**src/core/kps_pkg.sv**
```systemverilog
package kps_pkg;

  // ****************************************
  // register map
  // ****************************************
  // printed offsets are not all multiples of four: they are indices, byte address is four times the index
  localparam logic [15:0] KPS_IDX_DIMENSIONS = 16'h00d5;
  localparam logic [15:0] KPS_IDX_ORDER_LOW  = 16'h00d6;
  localparam logic [15:0] KPS_IDX_ORDER_HIGH = 16'h00d7;
  localparam logic [15:0] KPS_IDX_AUX_IRQ    = 16'hff94;
  localparam logic [15:0] KPS_IDX_SCAN_CTRL  = 16'h00d4;
  localparam logic [15:0] KPS_IDX_IRQ_STATUS = 16'h0100;
  localparam logic [15:0] KPS_IDX_IRQ_MASK   = 16'h0101;
  localparam int          KPS_ADDR_W         = 18;

  localparam logic [7:0] KPS_RST_BYTE = 8'h00;

  // ****************************************
  // field positions
  // ****************************************
  localparam int KPS_COL_LSB     = 0;
  localparam int KPS_ROW_LSB     = 3;
  localparam int KPS_SLOT_W      = 3;
  localparam int KPS_NUM_SLOTS   = 5;
  localparam logic [2:0] KPS_MAX_ROWS = 3'h6;
  localparam logic [2:0] KPS_MAX_COLS = 3'h5;
  localparam int KPS_NUM_COLS    = 5;
  localparam int KPS_NUM_ROWS    = 6;
  localparam int KPS_ORDER_HI_W  = 7;

  localparam int KPS_AUX_KP_FLAG  = 0;
  localparam int KPS_AUX_KP_EN    = 1;
  localparam int KPS_AUX_SB_FLAG  = 2;
  localparam int KPS_AUX_SB_EN    = 3;
  localparam int KPS_AUX_CAL_FLAG = 4;
  localparam int KPS_AUX_CAL_EN   = 5;
  localparam int KPS_AUX_PD_MUX   = 7;

  localparam int KPS_CTRL_DET_EN  = 0;
  localparam int KPS_CTRL_DET     = 1;
  localparam int KPS_CTRL_AUTO    = 2;
  localparam int KPS_CTRL_KEYCLK  = 3;

  // event bits of the sticky status and mask registers
  localparam int KPS_EV_KEY   = 0;
  localparam int KPS_EV_CAL   = 1;
  localparam int KPS_EV_SB    = 2;
  localparam int KPS_EV_WRAP  = 3;
  localparam int KPS_EV_W     = 4;

  // ****************************************
  // timing
  // ****************************************
  localparam int KPS_CLK_MHZ      = 100;
  localparam int KPS_STEP_US      = 1000;
  localparam int KPS_STEP_CYCLES  = KPS_STEP_US * KPS_CLK_MHZ;

  typedef enum logic [1:0]
  {
    KPS_ST_IDLE = 2'b00,
    KPS_ST_SCAN = 2'b01
  } kps_state_t;

  typedef struct packed
  {
    logic [2:0] rows;
    logic [2:0] cols;
  } kps_size_t;

endpackage

```
**src/core/kps_scan_cfg.sv**
```systemverilog
// The Wishbone register port is this design's own decision.
`timescale 1ns/1ps
module kps_scan_cfg
  import kps_pkg::*;
#(
  parameter int STEP_CYCLES = KPS_STEP_CYCLES
)
(
  // clock and reset
  input  wire logic                  clk_i,
  input  wire logic                  rstn_i,
  input  wire logic                  ce_i,
  // wishbone slave
  input  wire logic                  wb_cyc_i,
  input  wire logic                  wb_stb_i,
  input  wire logic                  wb_we_i,
  input  wire logic [KPS_ADDR_W-1:0] wb_adr_i,
  input  wire logic [31:0]           wb_dat_i,
  input  wire logic [3:0]            wb_sel_i,
  output logic      [31:0]           wb_dat_o,
  output logic                       wb_ack_o,
  output logic                       wb_err_o,
  // keypad and neighbouring event sources
  input  wire logic                  key_detect_i,
  input  wire logic                  calendar_event_i,
  input  wire logic                  serial_bus_event_i,
  input  wire logic [KPS_NUM_ROWS-1:0] row_i,
  // keypad drive and status
  output logic      [KPS_NUM_COLS-1:0] col_drive_o,
  output logic      [KPS_NUM_ROWS-1:0] row_enable_o,
  output logic                       powerdown_mux_select_o,
  output logic                       keypad_irq_o,
  output logic                       irq_o
);

  // ****************************************
  // bus decode
  // ****************************************
  logic        req;
  logic        wr_stb;
  logic        rd_stb;
  logic [15:0] idx;
  logic        mapped;
  logic        byte0;

  assign req    = wb_cyc_i && wb_stb_i && !wb_ack_o && !wb_err_o && ce_i;
  assign idx    = wb_adr_i[KPS_ADDR_W-1:2];
  assign byte0  = wb_sel_i[0];
  assign mapped = (idx == KPS_IDX_DIMENSIONS) || (idx == KPS_IDX_ORDER_LOW) ||
                  (idx == KPS_IDX_ORDER_HIGH) || (idx == KPS_IDX_AUX_IRQ) ||
                  (idx == KPS_IDX_SCAN_CTRL)  || (idx == KPS_IDX_IRQ_STATUS) ||
                  (idx == KPS_IDX_IRQ_MASK);
  assign wr_stb = req && mapped && wb_we_i && byte0;
  assign rd_stb = req && mapped && !wb_we_i;

  always_ff @(posedge clk_i)
  begin
    if (!rstn_i)
    begin
      wb_ack_o <= 1'b0;
      wb_err_o <= 1'b0;
    end
    else if (ce_i)
    begin
      wb_ack_o <= req && mapped;
      wb_err_o <= req && !mapped;
    end
  end

  // ****************************************
  // configuration registers
  // ****************************************
  logic [7:0]                 dims_q;
  logic [7:0]                 order_lo_q;
  logic [KPS_ORDER_HI_W-1:0]  order_hi_q;
  logic                       auto_scan_enable_q;
  logic                       key_found_irq_en_q;
  logic                       keypad_irq_enable_q;
  logic                       serial_bus_irq_enable_q;
  logic                       calendar_irq_enable_q;
  logic                       powerdown_mux_select_q;
  logic [KPS_EV_W-1:0]        ev_mask_q;

  always_ff @(posedge clk_i)
  begin
    if (!rstn_i)
    begin
      dims_q                  <= KPS_RST_BYTE;
      order_lo_q              <= KPS_RST_BYTE;
      order_hi_q              <= KPS_RST_BYTE[KPS_ORDER_HI_W-1:0];
      auto_scan_enable_q      <= 1'b0;
      key_found_irq_en_q      <= 1'b0;
      keypad_irq_enable_q     <= 1'b0;
      serial_bus_irq_enable_q <= 1'b0;
      calendar_irq_enable_q   <= 1'b0;
      powerdown_mux_select_q  <= 1'b0;
      ev_mask_q               <= '0;
    end
    else if (ce_i && wr_stb)
    begin
      case (idx)
        KPS_IDX_DIMENSIONS: dims_q     <= wb_dat_i[7:0];
        KPS_IDX_ORDER_LOW:  order_lo_q <= wb_dat_i[7:0];
        KPS_IDX_ORDER_HIGH: order_hi_q <= wb_dat_i[KPS_ORDER_HI_W-1:0];
        KPS_IDX_SCAN_CTRL:
        begin
          auto_scan_enable_q <= wb_dat_i[KPS_CTRL_AUTO];
          key_found_irq_en_q <= wb_dat_i[KPS_CTRL_DET_EN];
        end
        KPS_IDX_AUX_IRQ:
        begin
          keypad_irq_enable_q     <= wb_dat_i[KPS_AUX_KP_EN];
          serial_bus_irq_enable_q <= wb_dat_i[KPS_AUX_SB_EN];
          calendar_irq_enable_q   <= wb_dat_i[KPS_AUX_CAL_EN];
          powerdown_mux_select_q  <= wb_dat_i[KPS_AUX_PD_MUX];
        end
        KPS_IDX_IRQ_MASK:   ev_mask_q <= wb_dat_i[KPS_EV_W-1:0];
        default:            ;
      endcase
    end
  end

  // ****************************************
  // scan order slots
  // ****************************************
  logic [14:0]     order_all;
  logic [2:0]      slot_col [KPS_NUM_SLOTS];
  kps_size_t       size;
  logic [2:0]      used_row_count;
  logic [2:0]      used_column_count;

  assign order_all = {order_hi_q, order_lo_q};
  assign size      = kps_size_t'({dims_q[KPS_ROW_LSB+:3], dims_q[KPS_COL_LSB+:3]});
  // zero or oversize counts fall back to the package maximum so the scanner never stalls
  assign used_row_count    = (size.rows == 3'h0 || size.rows > KPS_MAX_ROWS) ? KPS_MAX_ROWS : size.rows;
  assign used_column_count = (size.cols == 3'h0 || size.cols > KPS_MAX_COLS) ? KPS_MAX_COLS : size.cols;

  genvar gs;
  generate
    for (gs = 0; gs < KPS_NUM_SLOTS; gs++)
    begin : g_slot
      assign slot_col[gs] = order_all[gs*KPS_SLOT_W +: KPS_SLOT_W];
    end
  endgenerate

  // ****************************************
  // scan sequencer
  // ****************************************
  kps_state_t  state_q;
  logic [2:0]  slot_q;
  logic [31:0] tick_q;
  logic        step;
  logic        wrap_ev;

  assign step    = (state_q == KPS_ST_SCAN) && (tick_q == 32'(STEP_CYCLES - 1));
  assign wrap_ev = step && (slot_q >= used_column_count - 3'h1);

  always_ff @(posedge clk_i)
  begin
    if (!rstn_i)
    begin
      state_q <= KPS_ST_IDLE;
      slot_q  <= 3'h0;
      tick_q  <= '0;
    end
    else if (ce_i)
    begin
      case (state_q)
        KPS_ST_IDLE:
        begin
          slot_q <= 3'h0;
          tick_q <= '0;
          if (auto_scan_enable_q)
            state_q <= KPS_ST_SCAN;
        end
        KPS_ST_SCAN:
        begin
          if (!auto_scan_enable_q)
            state_q <= KPS_ST_IDLE;
          else if (step)
          begin
            tick_q <= '0;
            slot_q <= wrap_ev ? 3'h0 : slot_q + 3'h1;
          end
          else
            tick_q <= tick_q + 32'h1;
        end
        default: state_q <= KPS_ST_IDLE;
      endcase
    end
  end

  // ****************************************
  // column and row drive
  // ****************************************
  logic [2:0] cur_col;
  assign cur_col = slot_col[slot_q];

  always_ff @(posedge clk_i)
  begin
    if (!rstn_i)
    begin
      col_drive_o  <= '0;
      row_enable_o <= '0;
    end
    else if (ce_i)
    begin
      col_drive_o  <= '0;
      row_enable_o <= '0;
      if (state_q == KPS_ST_SCAN)
      begin
        // a slot naming a column past the last pin drives nothing
        if (cur_col < KPS_MAX_COLS)
          col_drive_o[cur_col] <= 1'b1;
        for (int r = 0; r < KPS_NUM_ROWS; r++)
          row_enable_o[r] <= (3'(r) < used_row_count);
      end
    end
  end

  // ****************************************
  // flags, cleared on read
  // ****************************************
  logic       key_found_flag_q;
  logic       keypad_irq_flag_q;
  logic       calendar_irq_flag_q;
  logic       serial_bus_irq_flag_q;
  logic       rd_ctrl;
  logic       rd_aux;

  assign rd_ctrl = rd_stb && (idx == KPS_IDX_SCAN_CTRL);
  assign rd_aux  = rd_stb && (idx == KPS_IDX_AUX_IRQ);

  // set wins over a read in the same cycle
  always_ff @(posedge clk_i)
  begin
    if (!rstn_i)
    begin
      key_found_flag_q      <= 1'b0;
      keypad_irq_flag_q     <= 1'b0;
      calendar_irq_flag_q   <= 1'b0;
      serial_bus_irq_flag_q <= 1'b0;
    end
    else if (ce_i)
    begin
      if (key_detect_i)
        key_found_flag_q <= 1'b1;
      else if (rd_ctrl)
        key_found_flag_q <= 1'b0;
      if (key_detect_i)
        keypad_irq_flag_q <= 1'b1;
      else if (rd_aux)
        keypad_irq_flag_q <= 1'b0;
      if (calendar_event_i)
        calendar_irq_flag_q <= 1'b1;
      else if (rd_aux)
        calendar_irq_flag_q <= 1'b0;
      if (serial_bus_event_i)
        serial_bus_irq_flag_q <= 1'b1;
      else if (rd_aux)
        serial_bus_irq_flag_q <= 1'b0;
    end
  end

  // ****************************************
  // sticky status, mask, interrupt
  // ****************************************
  logic [KPS_EV_W-1:0] ev_stat_q;
  logic [KPS_EV_W-1:0] ev_set;
  logic [KPS_EV_W-1:0] ev_clr;

  assign ev_set = {wrap_ev, serial_bus_event_i, calendar_event_i, key_detect_i};
  assign ev_clr = (wr_stb && idx == KPS_IDX_IRQ_STATUS) ? wb_dat_i[KPS_EV_W-1:0] : '0;

  always_ff @(posedge clk_i)
  begin
    if (!rstn_i)
      ev_stat_q <= '0;
    else if (ce_i)
      ev_stat_q <= (ev_stat_q & ~ev_clr) | ev_set;
  end

  assign keypad_irq_o = (keypad_irq_flag_q && keypad_irq_enable_q) ||
                        (calendar_irq_flag_q && calendar_irq_enable_q) ||
                        (serial_bus_irq_flag_q && serial_bus_irq_enable_q) ||
                        (key_found_flag_q && key_found_irq_en_q);
  assign irq_o        = |(ev_stat_q & ev_mask_q);
  assign powerdown_mux_select_o = powerdown_mux_select_q;

  // ****************************************
  // read data
  // ****************************************
  always_ff @(posedge clk_i)
  begin
    if (!rstn_i)
      wb_dat_o <= '0;
    else if (ce_i && req)
    begin
      wb_dat_o <= '0;
      case (idx)
        KPS_IDX_DIMENSIONS: wb_dat_o[7:0] <= {2'b00, dims_q[5:0]};
        KPS_IDX_ORDER_LOW:  wb_dat_o[7:0] <= order_lo_q;
        KPS_IDX_ORDER_HIGH: wb_dat_o[KPS_ORDER_HI_W-1:0] <= order_hi_q;
        KPS_IDX_SCAN_CTRL:
          wb_dat_o[3:0] <= {tick_q < 32'(STEP_CYCLES / 2) && state_q == KPS_ST_SCAN,
                            auto_scan_enable_q, key_found_flag_q, key_found_irq_en_q};
        KPS_IDX_AUX_IRQ:
          wb_dat_o[7:0] <= {powerdown_mux_select_q, 1'b0, calendar_irq_enable_q, calendar_irq_flag_q,
                            serial_bus_irq_enable_q, serial_bus_irq_flag_q, keypad_irq_enable_q,
                            keypad_irq_flag_q};
        KPS_IDX_IRQ_STATUS: wb_dat_o[KPS_EV_W-1:0] <= ev_stat_q;
        KPS_IDX_IRQ_MASK:   wb_dat_o[KPS_EV_W-1:0] <= ev_mask_q;
        default:            ;
      endcase
    end
  end
endmodule

```
**config.mk**
```make
export PLATFORM = sky130hd
export DESIGN_NAME = kps_scan_cfg
export DESIGN_NICKNAME = d
export VERILOG_FILES = /design/src/core/kps_pkg.sv /design/src/core/kps_scan_cfg.sv
export SDC_FILE = /design/constraint.sdc
export NUM_CORES = 1
export LEC_CHECK = 0
export ABC_AREA = 1
export BUFFER_PORTS_ARGS = -buffer_cell sky130_fd_sc_hd__buf_4
export CAP_MARGIN = 10
export CORE_ASPECT_RATIO = 2
export CORE_MARGIN = 4
export CORE_UTILIZATION = 30
export DETAILED_ROUTE_END_ITERATION = 10
export PLACE_DENSITY = 0.58
export REMOVE_ABC_BUFFERS = 1
export SLEW_MARGIN = 20
export SYNTH_ARGS = -nofsm -noshare
export SYNTH_HDL_FRONTEND = slang
export SYNTH_SLANG_ARGS = --single-unit
export TNS_END_PERCENT = 100
```
**constraint.sdc**
```tcl
create_clock -name clk_i -period 2 [get_ports clk_i]
set_clock_uncertainty 0.15 [all_clocks]
set_input_delay 0 -clock clk_i [delete_from_list [all_inputs] [get_ports clk_i]]
set_output_delay 0 -clock clk_i [all_outputs]
set_load 0.03 [all_outputs]
```
======== Yosys cells after proc, flatten, opt, wreduce, memory -nomap -nowiden ========
Cells that the tools add are included.
storage, ports and cells
  register bits after elaboration ......... 97
  output and inout bits ................... 48
cells by class
  bitwise logic cells ..................... 5
  add/sub/neg operators ................... 3
  mux-type cells .......................... 30
  order comparisons ....................... 14
  reductions and logical operators ........ 59
  eq/ne operators ......................... 13
operators by type and width
  kind                                                           count
  equality test 16 x 8 -> 1 bit (second input constant)          4
  2-to-1 mux 32 bit                                              2
  case mux 32 bit (2 select lines)                               1
  adder 32 x 1 -> 32 bit (second input constant)                 1
  equality test 16 x 9 -> 1 bit (second input constant)          2
  equality test 32 x 17 -> 1 bit (second input constant)         1
  less-than comparator 32 x 16 -> 1 bit (second input constant)  1
  case mux 4 bit (7 select lines)                                1
  logical AND 1 bit                                              22
  2-to-1 mux 3 bit                                               7
  AND reduction 2 bit                                            10
  equality test 16 bit (second input constant)                   1
  case mux 3 bit (4 select lines)                                1
  logical OR 1 bit                                               11
  2-to-1 mux 5 bit                                               2
  nonzero test 2 bit                                             5
  binary-select mux 3 bit (select 3 bit)                         1
  bitwise AND 4 bit                                              2
  inequality test 2 bit (second input constant)                  4
  2-to-1 mux 1 bit                                               7
  greater-than comparator 3 bit (second input constant)          2
  zero test 3 bit                                                2
  less-than comparator 1 x 3 -> 1 bit (first input constant)     2
  less-than comparator 2 x 3 -> 1 bit (first input constant)     2
  24 further kinds                                               30

======== Longest topological paths before layout ========
Gate-level depths: netlist (run 1).
  word-level depth ........................ 15
  mapped depth ............................ 14
  mapped depth without buffers ............ 14

======== Least setup slack after synthesis (run 1) ========
Ideal clock, no wire load.
  kind .................................... register -> register
  from .................................... register dims_q[1]
  to ...................................... register slot_q[0]
  required time ........................... 1.736 ns
  buffers on the path ..................... 0
  clock period less this slack ............ 2.046 ns
  slack ................................... -0.046 ns
  arrival ................................. 1.782 ns
  cell stages (with the launch flop) ...... 14
  cell sequence ........................... dfxtp_1 > inv_1 > o21ai_0 > nor2_1 > ha_1 > xnor2_1 > ha_1 > nand2_1 > o211ai_1 > nand2_1 > inv_1 > nand3b_1 > a21oi_1 > nor2_1
between the ends
  word-level cells in the longest chain between the ends .. 10
  elaborated cells between the ends (all ways) .. 11
ends and longest elaborated chain
  element                                                                  line                 text
  start: declaration                                                       kps_scan_cfg.sv:73   logic [7:0] dims_q;
  start signal: assignment                                                 kps_scan_cfg.sv:102  KPS_IDX_DIMENSIONS: dims_q <= wb_dat_i[7:0];
  greater-than comparator 3 bit / zero test 3 bit (equally long branches)  kps_scan_cfg.sv:136  assign used_column_count = (size.cols == 3'h0 || size.cols > KPS_MAX_COLS) ? KPS_MAX_COLS : size.cols;
  logical OR 1 bit                                                         kps_scan_cfg.sv:136
  2-to-1 mux 3 bit *                                                       kps_scan_cfg.sv:136
  subtractor 3 x 1 -> 3 bit *                                              kps_scan_cfg.sv:156  assign wrap_ev = step && (slot_q >= used_column_count - 3'h1);
  >= comparator 3 bit *                                                    kps_scan_cfg.sv:156
  logical AND 1 bit *                                                      kps_scan_cfg.sv:156
  2-to-1 mux 3 bit *                                                       kps_scan_cfg.sv:183  slot_q <= wrap_ev ? 3'h0 : slot_q + 3'h1;
  2-to-1 mux 3 bit *                                                       kps_scan_cfg.sv:180  else if (step)
  2-to-1 mux 3 bit *                                                       kps_scan_cfg.sv:178  if (!auto_scan_enable_q)
  case mux 3 bit (2 select lines) *                                        kps_scan_cfg.sv:168  case (state_q)
  end signal: assignment                                                   kps_scan_cfg.sv:183
  end: declaration                                                         kps_scan_cfg.sv:150  logic [2:0] slot_q;
Every way passes the cells marked *; elsewhere a longest branch is shown, timed or not. The select of a mux whose other input is x is not followed.
A chain may end at the register's enable or synchronous reset.

======== Worst setup path after layout (run 1) ========
Same ends and word-level chain as after synthesis.

==> results.tsv, run 1 <==
metric	value	unit
cts_num_sinks	96	
first_global_vias	6019	
stdcell_count	1259	
final_hold_viol_count	0	
first_pass_iters	4	
critical-path-top-delay-family	adder cells	
global_route_wire_length_before_repair	28920	um
synth_area	5804	um^2
dieWidth	106.4	um
num_antenna_cells	0	
num_io_pins	117	
routed_wire_length_per_instance	14.81	um
max-cap-violations	0	
place.gp.congestion	0.9123	
antenna_found_initial	0	
synthTopCellsByArea	sky130_fd_sc_hd__dfxtp_1 (33%), sky130_fd_sc_hd__nand2_1 (14%), sky130_fd_sc_hd__nor2_1 (9.0%)	
post-place-cells	1224	
ys_ff_latch	96	
cts_tree	built	
clk_path_buf_depth	2	
yosysTopAreaCell	sky130_fd_sc_hd__dfxtp_1	
worst_setup_path_start_kind	flip-flop	
synth.top_cell.area_share	33.11	%
worstHoldEndpoint	ev_mask_q[0]	
setup.reg_to_reg.worst_slack	-0.18	ns
track_usage	17.08	%
postSynthCellCount	886	
critical_path.reg2reg.startpoint	dims_q[1]	
io_buffers	57	
hold_path_startpoint	wb_sel_i[0]	
path_max_fanout	3	
holdCritPathClass	in -> reg	
synth_ff_type	sky130_fd_sc_hd__dfxtp_1	
slew_violations	0	
failed_checks	negative setup slack	
layout_common_cells	sky130_fd_sc_hd__nand2_1 (210), sky130_fd_sc_hd__nor2_1 (138), sky130_fd_sc_hd__inv_1 (108), sky130_fd_sc_hd__buf_4 (103), sky130_fd_sc_hd__dfxtp_1 (91)	
fillers	2024	
grt.overflow.total	0	
layout_worst_path_cycle_share	108.9	%
drt_first_iter_violations	238	
rows	71	
vias	5941	
timing.final.crit_period	2.178	ns
unrepaired_setup_endpoints_after_global_routing	yes	
cts.clk_slew.worst_paths	0.07	ns
vias_per_cell	4.719	
run_status	complete, but fails checks	
synth-warning-count	0	
critPathCaptureType	flip-flop	
critical_path_arrival	2.29	ns
drive_gt1_share	20.52	%
critical-path-max-stage-delay	0.33	ns
criticalPathCategory	reg -> reg	
synth_edf_count	0	
clock.fmax	459.1	MHz
core_area	18920	um^2
async_reset_ff_share	0	%
setup_viol_count_final	3	
postRouteWirelength	18650	um
timing.rr.end	slot_q[0]	
cp_cell_sequence	inv_2 -> nand3_2 -> o21ai_1 -> nor2_1 -> ha_2 -> ha_1 -> nand2_2 -> o211ai_1 -> nand2_1 -> inv_2 -> nand3b_1 -> a21oi_2 -> nor2_1	
drc_errors	0	
cts_made_buffers	9	
chipHeight	204.7	um
clk_root_buffer_cell	sky130_fd_sc_hd__clkbuf_16	
start_util	30.68	%
worst_ir_drop_vdd	319.1	uV
yosys.cell_types.count	44	
static_leak	0.003283	uW
dpl.hpwl	14790	um
path_buf_inv	2	
timing.final.ws_setup	-0.1780	ns
floorplan.die_area	21770	um^2
final_antenna_net_count	0	
final_common_cell	sky130_fd_sc_hd__nand2_1	
h-tree-depth	3	
p_total	4025	uW
grt_start_max_net_pins	31	
timing.hold.worst_path_depth	4	
post_synth.cell_area_avg	6.551	um^2
worst-endpoint-required	2.11	ns
worst_path_max_delay_cell	sky130_fd_sc_hd__dfxtp_2	
signed_area_change_from_the_synthesized_netlist_to_the_final_layout	26.15	%
nets	1075	
startpoint	dims_q[1]	
post_synthesis_sequential_area_ratio	33.11	%
rr_worst_depth	13	
clkLatencyLatePin	0.36	ns
power-per-cell-area	549.8	nW/um^2
[kinds of logic (layout without fill, tap and decap cells)]
family	count (synthesis)	in the layout	synth area share [%]
flip-flops	96	96	33.11
AO/OA/AOI/OAI	94	94	8.579
other	1	24	0.06461
adder cells (fa/ha/maj)	7	7	1.509
AND/OR/NAND/NOR	508	508	41.73
buffers and inverters	165	260	12.74
XOR/XNOR	15	15	2.263
[metrics by stage]
step,setup slack (ns),instance area (um^2),TNS (ns),hold slack (ns),util [%]
CTS,-0.1441,7172,-0.2899,0.02127,37.90
global route,-0.3386,7322,-0.9844,0.07628,38.70
finish,-0.1780,7322,-0.3751,0.01718,38.70
detailed placement,-0.2000,6715,-0.4992,0.09875,35.49
floorplan,-0.04468,5618,-0.1610,-0.02961,-
global placement,-0.1849,6715,-0.4332,0.08682,35.49
[what timing repair did]
action                     4_1_cts  5_1_grt
buffers inserted                 2        1
resized for setup               13       22
hold endpoints to repair        52        0
setup endpoints to repair        6       34
hold buffers                    14        0
pin swaps                        6       13
cloned                           0        2
[area by class of cell]
class                   instances  area [um^2]  share of cell area, %
clock inverters                 3        42.54                 0.5810
multi-input cells             648         3344                  45.68
clock buffers                  13        240.2                  3.281
well taps                     255        319.1                  4.357
flip-flops and latches         96         1928                  26.33
repair buffers                121        980.9                  13.40
inverters                     123        466.7                  6.374
[synthesized netlist by cell type (3+ instances only)]
library cell	instances
sky130_fd_sc_hd__nand2_1	212
sky130_fd_sc_hd__nor2_1	139
sky130_fd_sc_hd__inv_1	113
sky130_fd_sc_hd__dfxtp_1	96
sky130_fd_sc_hd__a21oi_1	51
sky130_fd_sc_hd__nand3_1	38
sky130_fd_sc_hd__nor3_1	31
sky130_fd_sc_hd__nand4_1	30
sky130_fd_sc_hd__buf_4	26
sky130_fd_sc_hd__o21ai_0	26
sky130_fd_sc_hd__nand2_2	13
sky130_fd_sc_hd__xor2_1	11
sky130_fd_sc_hd__nor2_2	10
sky130_fd_sc_hd__o22ai_1	9
sky130_fd_sc_hd__nor2_4	8
sky130_fd_sc_hd__buf_2	7
sky130_fd_sc_hd__ha_1	7
sky130_fd_sc_hd__inv_2	7
sky130_fd_sc_hd__clkbuf_1	6
sky130_fd_sc_hd__nand4_4	5
sky130_fd_sc_hd__nor3_2	5
sky130_fd_sc_hd__nor4_1	4
sky130_fd_sc_hd__xnor2_1	4
sky130_fd_sc_hd__nand4_2	3
[where the power goes]
group / switching, uW / internal, uW
Sequential: 11.2 / 1930
Combinational: 240 / 119
Clock: 759 / 971
[state kept, by name, indices dropped and copies added (netlist names), 3 cells and up]
name / flops
order_hi_q: 7
wb_dat_o: 8
dims_q: 6
order_lo_q: 8
slot_q: 3
col_drive_o: 5
row_enable_o: 6
ev_stat_q: 4
ev_mask_q: 4
tick_q: 32
[metal layers]
metal / GRT usage (%) / vias to the layer above / wire (um)
met5: 0 / - / 0
met4: 13.15 / 0 / 1202
met3: 2.144 / 59 / 557
met2: 34.89 / 130 / 10800
met1: 14.05 / 2751 / 6087
li1: - / 3001 / -
[worst max path at each step]
stage | to | cells past startpoint
2_1_floorplan | slot_q[0] | 13
3_3_place_gp | slot_q[0] | 13
3_5_place_dp | slot_q[0] | 13
4_1_cts | slot_q[0] | 14
5_1_grt | slot_q[0] | 13
6_report | slot_q[0] | 13
[tightest hold or removal path, cell delays in order]
cell	delay, ns
sky130_fd_sc_hd__buf_4	0.10
sky130_fd_sc_hd__nand4_1	0.21
sky130_fd_sc_hd__nand2_1	0.11
sky130_fd_sc_hd__a21oi_1	0.05
Note: power is estimated with default switching activity, not from simulation.
==> run 2: changes to the inputs <==
--- a/config.mk
+++ b/config.mk
@@ -10,9 +10,10 @@
 export CAP_MARGIN = 10
 export CORE_ASPECT_RATIO = 2
 export CORE_MARGIN = 4
-export CORE_UTILIZATION = 30
+export CORE_UTILIZATION = 50
 export DETAILED_ROUTE_END_ITERATION = 10
-export PLACE_DENSITY = 0.58
+export PLACE_DENSITY_LB_ADDON = 0.3
+export RECOVER_POWER = 100
 export REMOVE_ABC_BUFFERS = 1
 export SLEW_MARGIN = 20
 export SYNTH_ARGS = -nofsm -noshare
==> run 2 against run 1 <==
Effect of this change: the flow still finishes with violations (negative setup slack); non-clock buffer count down 15; via count grew 1.3%; total power is 1.5% higher; sequential share of layout area grew 1.5 points; first-iteration DRC count increased by 24%; die area is 38% lower; hold slack got worse by 0.0034 ns; register-to-register slack worse by 0.03 ns; utilization increased by 22 points; sequential power barely moved; critical path type unchanged; largest cell class unchanged; highest routed layer unchanged.
==> results.tsv, run 2 (synthesis results as in run 1) <==
metric	value	unit	change
run_status	complete, but fails checks		unchanged
failed_checks	negative setup slack		unchanged
critPathCaptureType	flip-flop		unchanged
clkLatencyLatePin	0.35	ns	was 0.36 ns
clock.fmax	453.9	MHz	was 459.1 MHz
power-per-cell-area	588.5	nW/um^2	was 549.8 nW/um^2
signed_area_change_from_the_synthesized_netlist_to_the_final_layout	19.64	%	was 26.15%
criticalPathCategory	reg -> reg		unchanged
timing.rr.end	slot_q[0]		unchanged
layout_worst_path_cycle_share	110.2	%	was 108.9%
final_common_cell	sky130_fd_sc_hd__nand2_1		unchanged
first_global_vias	5803		was 6019
track_usage	25.55	%	was 17.08%
critical-path-top-delay-family	adder cells		unchanged
dieWidth	84.19	um	was 106.4 um
path_max_fanout	4		was 3
max-cap-violations	0		unchanged
drt_first_iter_violations	294		was 238
drive_gt1_share	17.09	%	was 20.52%
worst_path_max_delay_cell	sky130_fd_sc_hd__dfxtp_2		unchanged
critical_path_arrival	2.30	ns	was 2.29 ns
hold_ws	0.01381	ns	was 0.01718 ns
final_core_utilization	61.16	%	was 38.70%
floorplan.die_area	13500	um^2	was 21770 um^2
critical_path.reg2reg.startpoint	dims_q[2]		was dims_q[1]
start_util	51.12	%	was 30.68%
h-tree-depth	3		unchanged
routed_wire_length_per_instance	15.40	um	was 14.81 um
worst-endpoint-required	2.10	ns	was 2.11 ns
nets	1060		was 1075
global_route_wire_length_before_repair	27370	um	was 28920 um
static_leak	0.003100	uW	was 0.003283 uW
num_io_pins	117		unchanged
antenna_found_initial	0		unchanged
core_area	11350	um^2	was 18920 um^2
cp_cell_sequence	inv_4 -> nand3_2 -> o21ai_2 -> nor2_2 -> ha_2 -> xnor2_1 -> ha_1 -> nand2_1 -> o211ai_1 -> nand2_1 -> inv_2 -> nand3b_1 -> a21oi_2 -> nor2_1		was inv_2 -> nand3_2 -> o21ai_1 -> nor2_1 -> ha_2 -> ha_1 -> nand2_2 -> o211ai_1 -> nand2_1 -> inv_2 -> nand3b_1 -> a21oi_2 -> nor2_1
hold_path_startpoint	wb_sel_i[0]		unchanged
holdCritPathClass	in -> reg		unchanged
path_buf_inv	2		unchanged
num_antenna_cells	0		unchanged
place.gp.congestion	1.032		was 0.9123
max_flop_register	tick_q		unchanged
timing.final.crit_period	2.203	ns	was 2.178 ns
clk_path_buf_depth	2		unchanged
chipHeight	160.4	um	was 204.7 um
rows	55		was 71
clk_root_buffer_cell	sky130_fd_sc_hd__clkbuf_16		unchanged
setup.reg_to_reg.worst_slack	-0.20	ns	was -0.18 ns
fillers	1096		was 2024
slew_violations	0		unchanged
layout_common_cells	sky130_fd_sc_hd__nand2_1 (210), sky130_fd_sc_hd__nor2_1 (137), sky130_fd_sc_hd__inv_1 (110), sky130_fd_sc_hd__dfxtp_1 (88), sky130_fd_sc_hd__buf_4 (64)		was sky130_fd_sc_hd__nand2_1 (210), sky130_fd_sc_hd__nor2_1 (138), sky130_fd_sc_hd__inv_1 (108), sky130_fd_sc_hd__buf_4 (103), sky130_fd_sc_hd__dfxtp_1 (91)
vias_per_cell	5.321		was 4.719
cts_made_buffers	9		unchanged
crit_path_frequent_cell	sky130_fd_sc_hd__nand2_1		
timing.final.ws_setup	-0.2030	ns	was -0.1780 ns
vias	6018		was 5941
setup_viol_count_final	32		was 3
largestRegisters	tick_q: 32 flops, order_lo_q: 8 flops, wb_dat_o: 8 flops		unchanged
final_antenna_net_count	0		unchanged
dpl.hpwl	13400	um	was 14790 um
unrepaired_setup_endpoints_after_global_routing	yes		unchanged
drc_errors	0		unchanged
timing_worst_slew_pin_value	0.5871	ns	
area_of_all_placed_cells_without_fillers	6944	um^2	was 7322 um^2
io_buffers	57		unchanged
cts.clk_slew.worst_paths	0.07	ns	about the same
cts_num_sinks	96		unchanged
worstHoldEndpoint	ev_mask_q[1]		was ev_mask_q[0]
rr_worst_depth	14		was 13
largest_register_ff_count	32		unchanged
postRouteWirelength	17410	um	was 18650 um
first_pass_iters	5		was 4
relSlewSlack	60.80	%	
final_hold_viol_count	0		unchanged
dpl_cell_area	6459	um^2	was 6715 um^2
worst_setup_path_start_kind	flip-flop		unchanged
cts_tree	built		unchanged
grt_start_max_net_pins	33		was 31
grt.overflow.total	0		unchanged
worst_ir_drop_vdd	424.7	uV	was 319.1 uV
critical-path-max-stage-delay	0.33	ns	about the same
timing.hold.worst_path_depth	4		unchanged
[run 2: metal layers]
layer | track usage, % | wire [um]
met1 | 22.17 | 5589
met2 | 49.96 | 9658
met3 | 3.593 | 806
met4 | 19.84 | 1359
met5 | 0 | 0
[run 2: repair_timing]
| item | in CTS | in global routing |
|---|---|---|
| endpoints found under the hold margin | 51 | 0 |
| hold buffers | 15 | 0 |
| buffers inserted | 3 | 3 |
| resized for setup | 11 | 24 |
| cloned | 0 | 0 |
| pin swaps | 7 | 15 |
| endpoints found under the setup margin | 4 | 35 |
[run 2: through the flow]
stage                     cells  TNS [ns]  setup slack, ns  total power (uW)
after floorplan             867   -0.1610         -0.04468              2140
after global placement     1094   -0.1773          -0.1029              2291
after detailed placement   1094   -0.5387          -0.1946              2294
after CTS                  1128   -0.2844          -0.1368              4100
after global routing       1131    -8.781          -0.3746              4202
final                      1131    -4.117          -0.2030              4086
[run 2: tightest hold or removal path, delay by kind of cell]
| family | cells | cell delay (ns) |
|---|---|---|
| AND/OR/NAND/NOR | 2 | 0.31 |
| buffers and inverters | 1 | 0.10 |
| AO/OA/AOI/OAI | 1 | 0.06 |
[run 2: report_power, final]
part / internal [uW] / switching (uW) / total, uW
registers: 1920 / 10.4 / 1940
clock network: 1020 / 796 / 1810
logic: 108 / 231 / 339
[run 2: worst max path at each step]
stage          startpoint  cells after the start        end  slack, ns
4_1_cts         dims_q[1]                     14  slot_q[0]      -0.14
6_report        dims_q[2]                     14  slot_q[0]      -0.20
2_1_floorplan   dims_q[1]                     13  slot_q[0]      -0.04
3_3_place_gp    dims_q[1]                     13  slot_q[0]      -0.10
3_5_place_dp    dims_q[1]                     13  slot_q[0]      -0.19
5_1_grt         dims_q[2]                     14  slot_q[0]      -0.37
[run 2: cell type report]
class                      instances  area, um^2  area share (%)
multi-input combinational        648        3306           47.60
timing repair buffer             106       749.5           10.79
inverter                         123       471.7           6.793
clock inverter                     5       65.06          0.9369
clock buffer                      11       242.7           3.495
tap                              142       177.7           2.559
sequential                        96        1932           27.82
